$ cat config.mk
export PLATFORM = sky130hd
export DESIGN_NAME = sdc_init_refresh
export DESIGN_NICKNAME = d
export VERILOG_FILES = /design/src/core/sdc_init_refresh.v
export VERILOG_INCLUDE_DIRS = /design/src /design/src/core
export SDC_FILE = /design/constraint.sdc
export NUM_CORES = 1
export LEC_CHECK = 0
export ABC_CLOCK_PERIOD_IN_PS = 3750
export BUFFER_PORTS_ARGS = -buffer_cell sky130_fd_sc_hd__clkbuf_2
export CAP_MARGIN = 20
export CORE_MARGIN = 4
export CORE_UTILIZATION = 45
export DETAILED_ROUTE_END_ITERATION = 12
export PLACE_DENSITY = 0.64
export SLEW_MARGIN = 5
export SYNTH_ARGS = -nofsm -noshare
export SYNTH_HDL_FRONTEND = slang
export SYNTH_SLANG_ARGS = --single-unit
export TNS_END_PERCENT = 100
$ cat constraint.sdc
create_clock -name clk -period 3.75 [get_ports clk]
set_clock_uncertainty 0.15 [all_clocks]
set_input_delay 0.375 -clock clk [delete_from_list [all_inputs] [get_ports clk]]
set_output_delay 0.375 -clock clk [all_outputs]
set_load 0.01 [all_outputs]
$ cat src/core/sdc_consts.vh
// timing constants and command encodings for the sdram controller
`ifndef SDC_CONSTS_VH
`define SDC_CONSTS_VH
`define SDC_CLK_MHZ        200
`define SDC_INIT_US        100
`define SDC_INIT_CYC       (`SDC_INIT_US * `SDC_CLK_MHZ)
`define SDC_REFI_NS        15600
`define SDC_REFI_CYC       ((`SDC_REFI_NS * `SDC_CLK_MHZ) / 1000 / 2)
`define SDC_SRMIN_US       64
`define SDC_SRMIN_CYC      (`SDC_SRMIN_US * `SDC_CLK_MHZ)
`define SDC_TXSR_NS        70
`define SDC_TXSR_RAW       ((`SDC_TXSR_NS * `SDC_CLK_MHZ + 999) / 1000)
`define SDC_TXSR_CYC       ((`SDC_TXSR_RAW < 2) ? 2 : `SDC_TXSR_RAW)
`define SDC_TRFC_NS        70
`define SDC_TRFC_CYC       ((`SDC_TRFC_NS * `SDC_CLK_MHZ + 999) / 1000)
`define SDC_TRP_NS         20
`define SDC_TRP_CYC        ((`SDC_TRP_NS * `SDC_CLK_MHZ + 999) / 1000)
`define SDC_TMRD_CYC       2
`define SDC_TWR_CYC        2
`define SDC_WAKE_REFS      2
// command = {csN, rasN, casN, weN}
`define SDC_CMD_INHIBIT    4'h8
`define SDC_CMD_NOP        4'h7
`define SDC_CMD_REFRESH    4'h1
`define SDC_CMD_MRS        4'h0
`define SDC_CMD_PRECHARGE  4'h2
`define SDC_CMD_BW         4
`define SDC_CNT_W          16
`define SDC_MODE_DEFAULT   12'h022
`define SDC_A10_ALL        12'h400
`endif

$ cat src/core/sdc_init_refresh.v
// sdram host: power-up init, periodic refresh, self refresh entry and exit
// Overview of operation
// - wait 100us after power-up, then two auto refreshes before use
// - repeat the two wake-up refreshes whenever the refresh period lapses
// - mode register may be loaded before the two refreshes
// - clock runs during the self refresh exit wait
// - exit-to-active wait is at least two cycles
// - clock frequency never changes during accesses or precharge
// - data rate lowered by dropping clock enable, not the clock
// - only NOP or inhibit issued during the auto refresh period
// - no self refresh re-entry before all rows are refreshed again
// - re-entry allowed if self refresh lasted at least 64us
// - re-entry allowed with two refreshes per 15.6us interval outside
// - refresh kept up while in power-down
// - wait write recovery after last write data before precharge
// - two clocks of write recovery when it exceeds a clock period
// - single-clock recovery allowed only at 100MHz or slower
// - at least 70ns from self refresh exit to active
// - two cycles after mode load before active or refresh
`timescale 1ns/1ps
`include "sdc_consts.vh"
module sdc_init_refresh #(
    parameter INIT_CYC  = `SDC_INIT_CYC,
    parameter SRMIN_CYC = `SDC_SRMIN_CYC,
    parameter REFI_CYC  = `SDC_REFI_CYC
) (
    input  wire        clk,
    input  wire        rst,
    input  wire        selfRefReq,
    input  wire        wrLastData,
    input  wire        pchgReq,
    output reg         sdCke,
    output reg         sdCsN,
    output reg         sdRasN,
    output reg         sdCasN,
    output reg         sdWeN,
    output reg  [11:0] sdAddr,
    output reg  [1:0]  sdBa,
    output reg         ready,
    output reg         inSelfRef,
    output reg         pchgDone
);
    // one-hot states; the default branch recovers from an illegal code
    localparam [8:0] S_POWER = 9'h001;
    localparam [8:0] S_MRS   = 9'h002;
    localparam [8:0] S_MRD   = 9'h004;
    localparam [8:0] S_PALL  = 9'h008;
    localparam [8:0] S_REF   = 9'h010;
    localparam [8:0] S_RFC   = 9'h020;
    localparam [8:0] S_IDLE  = 9'h040;
    localparam [8:0] S_SELF  = 9'h080;
    localparam [8:0] S_XSR   = 9'h100;

    // counter load values; only the low bits are used, cut where loaded
    localparam MRD_LD  = `SDC_TMRD_CYC - 1;
    localparam TRP_LD  = `SDC_TRP_CYC - 1;
    localparam TRFC_LD = `SDC_TRFC_CYC - 1;
    localparam TXSR_LD = `SDC_TXSR_CYC - 1;
    localparam TWR_LD  = `SDC_TWR_CYC;
    localparam WAKE_LD = `SDC_WAKE_REFS;

    reg [8:0]                  state_q;
    reg [`SDC_CNT_W-1:0]       wait_q;
    reg [`SDC_CNT_W-1:0]       refi_q;
    reg [`SDC_CNT_W-1:0]       srTime_q;
    reg [1:0]                  refLeft_q;
    reg                        catchUp_q;
    reg [1:0]                  wr_q;
    reg                        pchgPend_q;
    wire                       refDue;

    // interval timer at zero: a refresh pair is owed
    assign refDue = (refi_q == {`SDC_CNT_W{1'b0}});

    // outside reset one place drives the four command pins so they always change together
    task issue;
        input [3:0] cmd;
        begin
            {sdCsN, sdRasN, sdCasN, sdWeN} <= cmd;
        end
    endtask

    always @(posedge clk) begin
        if (rst) begin
            state_q    <= S_POWER;
            wait_q     <= INIT_CYC[`SDC_CNT_W-1:0];
            refi_q     <= REFI_CYC[`SDC_CNT_W-1:0];
            srTime_q   <= {`SDC_CNT_W{1'b0}};
            refLeft_q  <= 2'h0;
            catchUp_q  <= 1'b0;
            wr_q       <= 2'h0;
            pchgPend_q <= 1'b0;
            sdCke      <= 1'b1;
            {sdCsN, sdRasN, sdCasN, sdWeN} <= `SDC_CMD_INHIBIT;
            sdAddr     <= 12'h000;
            sdBa       <= 2'h0;
            ready      <= 1'b0;
            inSelfRef  <= 1'b0;
            pchgDone   <= 1'b0;
        end else begin
            issue(`SDC_CMD_NOP);
            pchgDone <= 1'b0;

            // refresh interval counts down and holds at zero in every state but self refresh
            if (state_q != S_SELF && !refDue)
                refi_q <= refi_q - 16'h0001;
            if (wait_q != {`SDC_CNT_W{1'b0}})
                wait_q <= wait_q - 16'h0001;

            // write recovery: two clocks at 200 MHz since twr exceeds tck
            if (wrLastData)
                wr_q <= TWR_LD[1:0];
            else if (wr_q != 2'h0)
                wr_q <= wr_q - 2'h1;
            // a request in the cycle the precharge goes out stays pending
            if (pchgReq)
                pchgPend_q <= 1'b1;

            case (state_q)
                S_POWER: begin
                    // mode load first, refreshes after, as allowed
                    if (wait_q == {`SDC_CNT_W{1'b0}})
                        state_q <= S_MRS;
                end

                S_MRS: begin
                    // burst and latency fields fixed by the mode constant
                    issue(`SDC_CMD_MRS);
                    sdAddr  <= `SDC_MODE_DEFAULT;
                    sdBa    <= 2'h0;
                    wait_q  <= MRD_LD[`SDC_CNT_W-1:0];
                    state_q <= S_MRD;
                end

                S_MRD: begin
                    if (wait_q == {`SDC_CNT_W{1'b0}})
                        state_q <= S_PALL;
                end

                S_PALL: begin
                    issue(`SDC_CMD_PRECHARGE);
                    sdAddr    <= `SDC_A10_ALL;
                    wait_q    <= TRP_LD[`SDC_CNT_W-1:0];
                    refLeft_q <= WAKE_LD[1:0];
                    state_q   <= S_REF;
                end

                S_REF: begin
                    // wait_q covers trp after a precharge and trfc inside a pair
                    if (wait_q == {`SDC_CNT_W{1'b0}}) begin
                        issue(`SDC_CMD_REFRESH);
                        refLeft_q <= refLeft_q - 2'h1;
                        refi_q    <= REFI_CYC[`SDC_CNT_W-1:0];
                        wait_q    <= TRFC_LD[`SDC_CNT_W-1:0];
                        state_q   <= S_RFC;
                    end
                end

                S_RFC: begin
                    // only nop goes out while the refresh runs
                    if (wait_q == {`SDC_CNT_W{1'b0}}) begin
                        if (refLeft_q != 2'h0)
                            state_q <= S_REF;
                        else begin
                            state_q <= S_IDLE;
                            ready   <= 1'b1;
                        end
                    end
                end

                S_IDLE: begin
                    if (refDue) begin
                        // a lapsed interval implies the pair, keeping both cases equal
                        refLeft_q <= WAKE_LD[1:0];
                        catchUp_q <= 1'b0;
                        state_q   <= S_REF;
                    end else if (selfRefReq && !catchUp_q && wr_q == 2'h0 &&
                                 wait_q == {`SDC_CNT_W{1'b0}}) begin
                        // entry is a refresh with cke low; trp of a precharge must be met
                        issue(`SDC_CMD_REFRESH);
                        sdCke     <= 1'b0;
                        srTime_q  <= {`SDC_CNT_W{1'b0}};
                        inSelfRef <= 1'b1;
                        ready     <= 1'b0;
                        state_q   <= S_SELF;
                    end else if (pchgPend_q && wr_q == 2'h0 && !wrLastData) begin
                        // trp then runs before any refresh or self refresh entry
                        issue(`SDC_CMD_PRECHARGE);
                        sdAddr     <= `SDC_A10_ALL;
                        wait_q     <= TRP_LD[`SDC_CNT_W-1:0];
                        pchgPend_q <= pchgReq;
                        pchgDone   <= 1'b1;
                    end
                end

                S_SELF: begin
                    // no upper limit here; stays until the request drops
                    if (srTime_q != 16'hffff)
                        srTime_q <= srTime_q + 16'h0001;
                    if (!selfRefReq) begin
                        sdCke   <= 1'b1;
                        wait_q  <= TXSR_LD[`SDC_CNT_W-1:0];
                        state_q <= S_XSR;
                    end
                end

                S_XSR: begin
                    // clock keeps toggling; only cke moved, never the clock rate
                    if (wait_q == {`SDC_CNT_W{1'b0}}) begin
                        // short stay: no new entry until the next periodic pair is out
                        catchUp_q <= (srTime_q < SRMIN_CYC[`SDC_CNT_W-1:0]);
                        refi_q    <= REFI_CYC[`SDC_CNT_W-1:0];
                        inSelfRef <= 1'b0;
                        ready     <= 1'b1;
                        state_q   <= S_IDLE;
                    end
                end

                default: state_q <= S_POWER;
            endcase
        end
    end
endmodule

# Word level (Yosys, flattened, before mapping)
# Index checks and enable logic that the tools add are counted.
classes:
  muxes: 66
  n_addsub: 5
  bitwise: 1
  n_eq_ne: 25
  reduce_logical: 33
  magnitude_cmp: 1
ops:
  columns: ["op", "count"]
  rows:
  - ["$mux 16", 12]
  - ["$pmux 9 s9", 1]
  - ["$pmux 16 s5", 1]
  - ["$mux 9", 8]
  - ["$mux 12", 3]
  - ["$pmux 12 s3", 1]
  - ["$logic_not 16->1", 2]
  - ["$pmux 16 s2", 1]
  - ["$sub 16x1->16 const B", 2]
  - ["$mux 1", 26]
  - ["$ne 2x2->1 const B", 13]
  - ["$add 16x1->16 const B", 1]
  - ["$lt 16x14->1 const B", 1]
  - ["$ne 16x16->1 const B", 1]
  - ["$reduce_and 4->1", 4]
  - ["$reduce_bool 16->1", 1]
  - ["$reduce_bool 2->1", 5]
  - ["$eq 9x1->1 const B", 1]
  - ["$eq 9x2->1 const B", 1]
  - ["$eq 9x3->1 const B", 1]
  - ["$eq 9x4->1 const B", 1]
  - ["$eq 9x5->1 const B", 1]
  - ["$eq 9x6->1 const B", 1]
  - ["$eq 9x7->1 const B", 1]
  - ["other kinds (20)", 41]
word_totals:
  reg_bits: 83
  elab_cells: 149
  inputBits: 5

# Logic depth before layout (Yosys ltp)
# Gate-level depths: netlist of the first run.
depth:
  ltp_word: 7
  ltp_mapped: 14
  ltp_nobuf: 12

# Least setup slack after synthesis of the first run
# Ideal clock, no wire load.
synth_path:
  path_kind: "register -> register"
  startpoint: "register wait_q[10]"
  endpoint: "register wait_q[0]"
  arrival_time_ns: 2.654
  required_time_ns: 3.485
  slack_ns: 0.831
  path_stages_with_launch: 13
  setup_time_ns: 0.115
  cell_sequence: "dfxtp_1 > or4_4 > or4_1 > buf_2 > nor2_2 > buf_4 > inv_2 > ha_1 > inv_1 > a21oi_1 > nor3_1 > a21boi_0 > o21a_1"
synth_between:
  elab_chain_cells: 6
synth_lines:
  columns: ["element", "line", "text"]
  rows:
  - ["start: declaration", "sdc_init_refresh.v:63", "reg [`SDC_CNT_W-1:0] wait_q;"]
  - ["start signal: assignment", "sdc_init_refresh.v:86", "wait_q <= INIT_CYC[`SDC_CNT_W-1:0];"]
  - ["start signal: assignment", "sdc_init_refresh.v:108", "wait_q <= wait_q - 16'h0001;"]
  - ["start signal: assignment", "sdc_init_refresh.v:131", "wait_q <= MRD_LD[`SDC_CNT_W-1:0];"]
  - ["$reduce_bool 16->1", "sdc_init_refresh.v:107", "if (wait_q != {`SDC_CNT_W{1'b0}})"]
  - ["$mux 16", "sdc_init_refresh.v:107", null]
  - ["$mux 16", "sdc_init_refresh.v:186", "end else if (pchgPend_q && wr_q == 2'h0 && !wrLastData) begin"]
  - ["$mux 16", "sdc_init_refresh.v:177", "end else if (selfRefReq && !catchUp_q && wr_q == 2'h0 &&"]
  - ["$mux 16", "sdc_init_refresh.v:172", "if (refDue) begin"]
  - ["$pmux 16 s5 *", "sdc_init_refresh.v:119", "case (state_q)"]
# Mark *: on every way between the ends. The rest lies on a longest branch, timed or not.
# A chain may end at the register's enable or synchronous reset.

# Worst setup path in the final report of the first run
# Same ends and word-level chain as after synthesis.

==> flow_metrics.env, run 1 <==
export IMPL_outcome="completed"
export IMPL_ff_latch_area_um2=1460
export IMPL_syn_area_per_cell_um2=8.32
export IMPL_cts_resized=0
export IMPL_powerDensity_nw_per_um2=468
export IMPL_clockRootBuffer="clkbuf_8"
export IMPL_reg2reg_depth=10
export IMPL_hold_violations=0
export IMPL_rr_endpoint="wait_q[0]"
export IMPL_syn_inst=455
export IMPL_grt_pass1_vias=2896
export IMPL_dr_first_iter_drc_count=102
export IMPL_synth_edff_count=0
export IMPL_multi_input_area_um2=2130
export IMPL_synth_area_um2=3780
export IMPL_cts_setup_buffers=0
export IMPL_final_common_cell="dfxtp_1"
export IMPL_cellLeakagePower_nw=1.48
export IMPL_die_w_um=99.7
export IMPL_gp_congestion=0.839
export IMPL_cts_sinks=73
export IMPL_ys_warn_count=0
export IMPL_required_ns=3.83
export IMPL_die_area_um2=9940
export IMPL_synthTopCellsByArea="dfxtp_1 (39%), a21oi_1 (4.9%), nor2_1 (4.8%), xor2_1 (3.5%), xnor2_1 (3.2%)"
export IMPL_clkLatencyLatePin_ns=0.34
export IMPL_dr_pass1_iters=4
export IMPL_final_antenna_net_count=0
export IMPL_critPathTopFamily="simple AND/OR/NAND/NOR gates"
export IMPL_via_per_inst=5.55
export IMPL_rsz0062_at_grt="false"
export IMPL_critPathLaunch="wait_q[10]"
export IMPL_drv_slew=0
export IMPL_worst_pin_slew_ns=0.759
export IMPL_min_path_type="in2reg"
export IMPL_crit_fanout=6
export IMPL_synth_top_flop_cell="dfxtp_1"
export IMPL_antenna_found_initial=0
export IMPL_finalSetupTns_ns=0
export IMPL_setup_worst_path_class="reg2reg"
export IMPL_ir_drop_uv=172
export IMPL_cp_end_kind="flop"
export IMPL_fp_row_count=33
export IMPL_clk_pin_slew_worst_paths_ns=0.08
export IMPL_clockBufferDepth=2
export IMPL_via_count=3167
export IMPL_mostFrequentLayoutCells="dfxtp_1 (73), nor2_1 (48), a21oi_1 (37)"
export IMPL_totalPowerFinal_mw=1.90
export IMPL_grt_max_degree=40
export IMPL_placement_io_buffers=15
export IMPL_drc_errors=0
export IMPL_overflow=0
export IMPL_grt_usage=0.167
export IMPL_grt_pass1_wl_um=13500
export IMPL_wirelength_um=8050
export IMPL_dpl_cell_area_um2=3870
export IMPL_core_area_um2=8220
export IMPL_hpwl_um=5820
export IMPL_antenna_cells=0
export IMPL_fmax_ghz=0.328
export IMPL_relSlewSlack=0.494
export IMPL_seq_area_frac_synth=0.386
export IMPL_yosys_area_top_type_share=0.386
export IMPL_path_depth=10
export IMPL_cp_cell_sequence="or4_4 -> or4_1 -> nor2_2 -> inv_2 -> ha_1 -> inv_1 -> a21oi_1 -> nor3_1 -> a21boi_0 -> o21a_1"
export IMPL_r2r_start="wait_q[10]"
export IMPL_cp_start_kind="flop"
export IMPL_path_buf_inv=2
export IMPL_numCtsBuffers=9
export IMPL_routedWlPerCell_um=14.1
export IMPL_r2r_slack_ns=0.70
export IMPL_ys_seq_elements=73
export IMPL_crit_path_top_delay_cell="or4_1"
export IMPL_cts_max_level=3
export IMPL_num_fill_cells=779
export IMPL_setup_violations=0
export IMPL_fin_crit_sh=0.812
export IMPL_die_y_um=99.7
export IMPL_ctsHoldBuffers=0
export IMPL_maxCapViolCount=0
export IMPL_finalInstanceArea_um2=4070
export IMPL_critical_path_arrival_ns=3.13
export IMPL_synthToLayoutAreaGrowth_pct=7.57
export IMPL_drive_gt1_frac=0.101
export IMPL_cp_endpoint="wait_q[0]"
export IMPL_async_reset_ff_frac=0
export IMPL_max_stage_delay_ns=0.62
export IMPL_io_pins=27
export IMPL_cts_tree="built"
export IMPL_yosysTopAreaCell="dfxtp_1"
export IMPL_synth_cell_types=62
export IMPL_min_period_ns=3.05
export IMPL_start_util=0.460
export IMPL_nets=472
[cells in the mapped netlist (all sizes together), types with 3 or more instances]
cell type	number
inv	12
nor3	22
buf	17
o21bai	6
a31oi	4
nor2	50
o21a	4
a21o	3
o21ai	25
clkbuf	16
a21oi	38
nand4	9
nor4	11
or3	15
and3	8
nand2b	6
nand2	29
a211oi	3
xnor2	14
o31ai	4
nor4b	8
ha	6
and2	5
nand3	16
or4	3
xor2	15
dfxtp	73
and4	4
[metal layers]
| layer | track usage | up-vias | routed length [um] |
|---|---|---|---|
| met5 | 0 | - | 0 |
| met1 | 0.218 | 1481 | 3870 |
| met4 | 0.0462 | 0 | 55 |
| met2 | 0.274 | 53 | 3800 |
| met3 | 0.0414 | 6 | 318 |
| li1 | - | 1627 | - |
[worst register-to-register path: cells and delay by family (launching register included)]
family,cells,cell delay [ns]
AOI/OAI and AO/OA,3,0.39
DFF,1,0.35
adders and majority gates,1,0.28
buffers and inverters,2,0.13
and+or+nand+nor,4,1.64
[power breakdown]
| group | switching (mW) | internal (mW) |
|---|---|---|
| logic | 0.203 | 0.144 |
| clock network | 0.284 | 0.375 |
| registers | 0.0670 | 0.831 |
[cell families (layout without fill, tap and decap cells)]
logic type / count (synthesis) / count (layout) / synth area share
adder cells (fa/ha/maj): 6 / 6 / 0.0198
other: 1 / 11 / 0.000991
flip-flops: 73 / 73 / 0.386
XOR/XNOR: 29 / 29 / 0.0671
multiplexers: 3 / 3 / 0.00827
buffers and inverters: 45 / 46 / 0.0605
AO/OA/AOI/OAI: 103 / 103 / 0.167
AND/OR/NAND/NOR: 195 / 195 / 0.290
[state kept, by name, summed over array words and instances (netlist names)]
name and cells:
catchUp_q 1, inSelfRef 1, pchgDone 1, pchgPend_q 1, ready 1, refLeft_q 2
refi_q 16, sdAddr 2, sdCasN 1, sdCke 1, sdCsN 1, sdRasN 1
sdWeN 1, srTime_q 16, state_q 9, wait_q 16, wr_q 2
[per-stage QoR]
stage               worst slack, ns  hold slack [ns]  cells  utilization
global route                  0.554            0.109    571        0.495
CTS                           0.739           0.0990    571        0.495
global placement              0.859            0.308    555        0.471
floorplan                     0.831            0.253    465            -
detailed placement            0.765            0.321    555        0.471
finish                        0.703            0.110    571        0.495
[layout make-up]
cell class | instances | share of cell area
Clock buffer | 13 | 0.0341
Sequential cell | 73 | 0.359
Clock inverter | 3 | 0.0160
Timing Repair Buffer | 18 | 0.0240
Multi-Input combinational cell | 347 | 0.524
Inverter | 12 | 0.0111
Tap cell | 105 | 0.0323
[worst min-delay path by stage]
stage | startpoint | endpoint | depth (start not counted)
2_1_floorplan | rst | sdCsN | 0
3_3_place_gp | wait_q[8] | wait_q[8] | 2
3_5_place_dp | catchUp_q | catchUp_q | 2
4_1_cts | wrLastData | wr_q[0] | 2
5_1_grt | wrLastData | wr_q[0] | 2
6_report | wrLastData | wr_q[0] | 2
Power figures use the tool's default switching activity.
==> run 2, diff against run 1 <==
Settings changed: ABC_AREA from default to 1, ABC_CLOCK_PERIOD_IN_PS 3750 to 3100.
Clock period 3.75 ns to 3.1 ns, I/O delays scaled along.
==> flow_metrics.env, run 2 <==
export IMPL_required_ns=3.21
export IMPL_synth_xor_area_frac=0.0470
export IMPL_final_antenna_net_count=0
export IMPL_grt_usage=0.177
export IMPL_ys_top_cells_by_count="nand2_1 (131), nor2_1 (88), dfxtp_1 (73)"
export IMPL_synth_area_um2=4290
export IMPL_crit_path_top_delay_cell="nand4_1"
export IMPL_clockRootBuffer="clkbuf_8"
export IMPL_r2r_slack_ns=0.90
export IMPL_rsz0062_at_grt="false"
export IMPL_routedWlPerCell_um=12.4
export IMPL_wirelength_um=9580
export IMPL_die_area_um2=11200
export IMPL_path_buf_inv=2
export IMPL_synth_simple_gate_area_share=0.395
export IMPL_nets=655
export IMPL_placement_io_buffers=15
export IMPL_synth_top_family_by_area="simple AND/OR/NAND/NOR gates"
export IMPL_antenna_found_initial=0
export IMPL_yosysTopAreaCell="dfxtp_1"
export IMPL_r2r_start="state_q[2]"
export IMPL_dr_first_iter_drc_count=179
export IMPL_synth_compound_area_frac=0.0949
export IMPL_drc_errors=0
export IMPL_largestRegisters="refi_q (16), srTime_q (16), wait_q (16)"
export IMPL_core_area_um2=9240
export IMPL_drv_slew=0
export IMPL_max_stage_delay_ns=0.42
export IMPL_cpMostUsedCell="nor2_4"
export IMPL_cts_max_level=3
export IMPL_ys_warn_count=0
export IMPL_syn_inst=628
export IMPL_syn_area_per_cell_um2=6.83
export IMPL_place_inst=762
export IMPL_dpl_worst_slack_ns=0.895
export IMPL_ir_drop_uv=202
export IMPL_hold_violations=0
export IMPL_die_y_um=106
export IMPL_cts_setup_buffers=0
export IMPL_ctsHoldBuffers=0
export IMPL_num_fill_cells=937
export IMPL_worstHoldEndpoint="wr_q[0]"
export IMPL_numCtsBuffers=9
export IMPL_grt_pass1_wl_um=16300
export IMPL_seq_area_frac_synth=0.341
export IMPL_critical_path_arrival_ns=2.30
export IMPL_cp_end_kind="flop"
export IMPL_antenna_cells=0
export IMPL_hpwl_um=7380
export IMPL_muxShareOfSynthArea=0
export IMPL_critPathTopFamily="simple AND/OR/NAND/NOR gates"
export IMPL_cts_tree="built"
export IMPL_relSlewSlack=0.570
export IMPL_layout_cells_non_filler=775
export IMPL_clk_pin_slew_worst_paths_ns=0.08
export IMPL_io_pins=27
export IMPL_via_count=3875
export IMPL_fin_crit_sh=0.709
export IMPL_dr_pass1_iters=6
export IMPL_setup_slack_ns=0.903
export IMPL_hp_start="wrLastData"
export IMPL_synth_cell_types=43
export IMPL_outcome="completed"
export IMPL_setup_violations=0
export IMPL_crit_fanout=16
export IMPL_ys_seq_elements=73
export IMPL_die_w_um=106
export IMPL_min_path_cells=2
export IMPL_cts_resized=0
export IMPL_yosys_area_top_type_share=0.341
export IMPL_start_util=0.464
export IMPL_clkLatencyLatePin_ns=0.34
export IMPL_synthToLayoutAreaGrowth_pct=7.12
export IMPL_reg2reg_depth=9
export IMPL_grt_max_degree=32
export IMPL_cp_start_kind="flop"
export IMPL_synth_edff_count=0
export IMPL_cts_sinks=73
export IMPL_via_per_inst=5.00
export IMPL_maxCapViolCount=0
export IMPL_min_path_type="in2reg"
export IMPL_min_period_ns=2.20
export IMPL_fp_row_count=35
export IMPL_final_common_cell="nand2_1"
export IMPL_fmax_ghz=0.455
export IMPL_worst_pin_slew_ns=0.644
export IMPL_cellLeakagePower_nw=1.96
export IMPL_mostFrequentLayoutCells="nand2_1 (131), nor2_1 (88), dfxtp_1 (73)"
export IMPL_powerDensity_nw_per_um2=605
export IMPL_async_reset_ff_frac=0
export IMPL_synth_fa_ha_area_frac=0.0175
export IMPL_cp_cell_sequence="nor2_4 -> nand2_4 -> inv_2 -> nand4_1 -> o21ai_2 -> nor2_4 -> inv_4 -> nand2_1 -> a21oi_1"
export IMPL_rr_endpoint="srTime_q[12]"
export IMPL_drive_gt1_frac=0.128
export IMPL_grt_pass1_vias=3557
export IMPL_setup_worst_path_class="reg2reg"
export IMPL_finalSetupTns_ns=0
export IMPL_clockBufferDepth=2
export IMPL_gp_congestion=0.910
export IMPL_synthTopCellsByArea="dfxtp_1 (34%), nand2_1 (11%), nor2_1 (7.7%), inv_1 (5.9%), nand3_1 (4.8%)"
export IMPL_overflow=0
export IMPL_synth_most_common_cell="nand2_1"
export IMPL_synth_top_flop_cell="dfxtp_1"
run 2: routing by layer:
metal,vias to the layer above,part of all wire,global-route usage
li1,2034,-,-
met1,1758,0.45,0.224
met2,73,0.49,0.305
met3,10,0.047,0.0355
met4,0,0.010,0.0527
met5,-,0,0
run 2: kinds of logic after synthesis:
| group | count (synthesis) |
|---|---|
| buffers and inverters | 99 |
| other | 1 |
| xor gates and xnor gates | 23 |
| DFF | 73 |
| and+or+nand+nor | 352 |
| AOI/OAI and AO/OA | 74 |
| adders and majority gates | 6 |
run 2: layout make-up:
type / instances / area, um^2 / share of cell area
multi-input cells: 466 / 2420 / 0.526
flip-flops and latches: 73 / 1460 / 0.318
inverters: 78 / 298 / 0.0649
well taps: 129 / 161 / 0.0351
clock buffers: 10 / 128 / 0.0278
repair buffers: 16 / 82.6 / 0.0180
clock inverters: 3 / 45.0 / 0.00981
run 2: worst max-delay path by stage:
stage                          start  cells past startpoint      endpoint
after floorplan            wait_q[0]                     12    wait_q[11]
after global placement    state_q[2]                      9   srTime_q[1]
after detailed placement  state_q[2]                      9   srTime_q[3]
after CTS                 state_q[2]                      9   srTime_q[3]
after global routing      state_q[2]                      9   srTime_q[3]
final                     state_q[2]                      9  srTime_q[12]
run 2: power by group:
group | internal [mW] | leakage [nW] | total, mW | switching [mW]
Combinational | 0.311 | 1.28 | 0.898 | 0.587
Sequential | 1.06 | 0.595 | 1.18 | 0.118
Clock | 0.359 | 0.0803 | 0.701 | 0.342
run 2: metrics by stage:
stage	instance area, um^2	util	hold WS (ns)	total power, mW
floorplan	4320	-	0.188	1.91
global placement	4420	0.478	0.278	2.07
detailed placement	4420	0.478	0.294	2.09
CTS	4590	0.497	0.0221	2.80
global route	4590	0.497	0.0325	2.98
finish	4590	0.497	0.0397	2.78
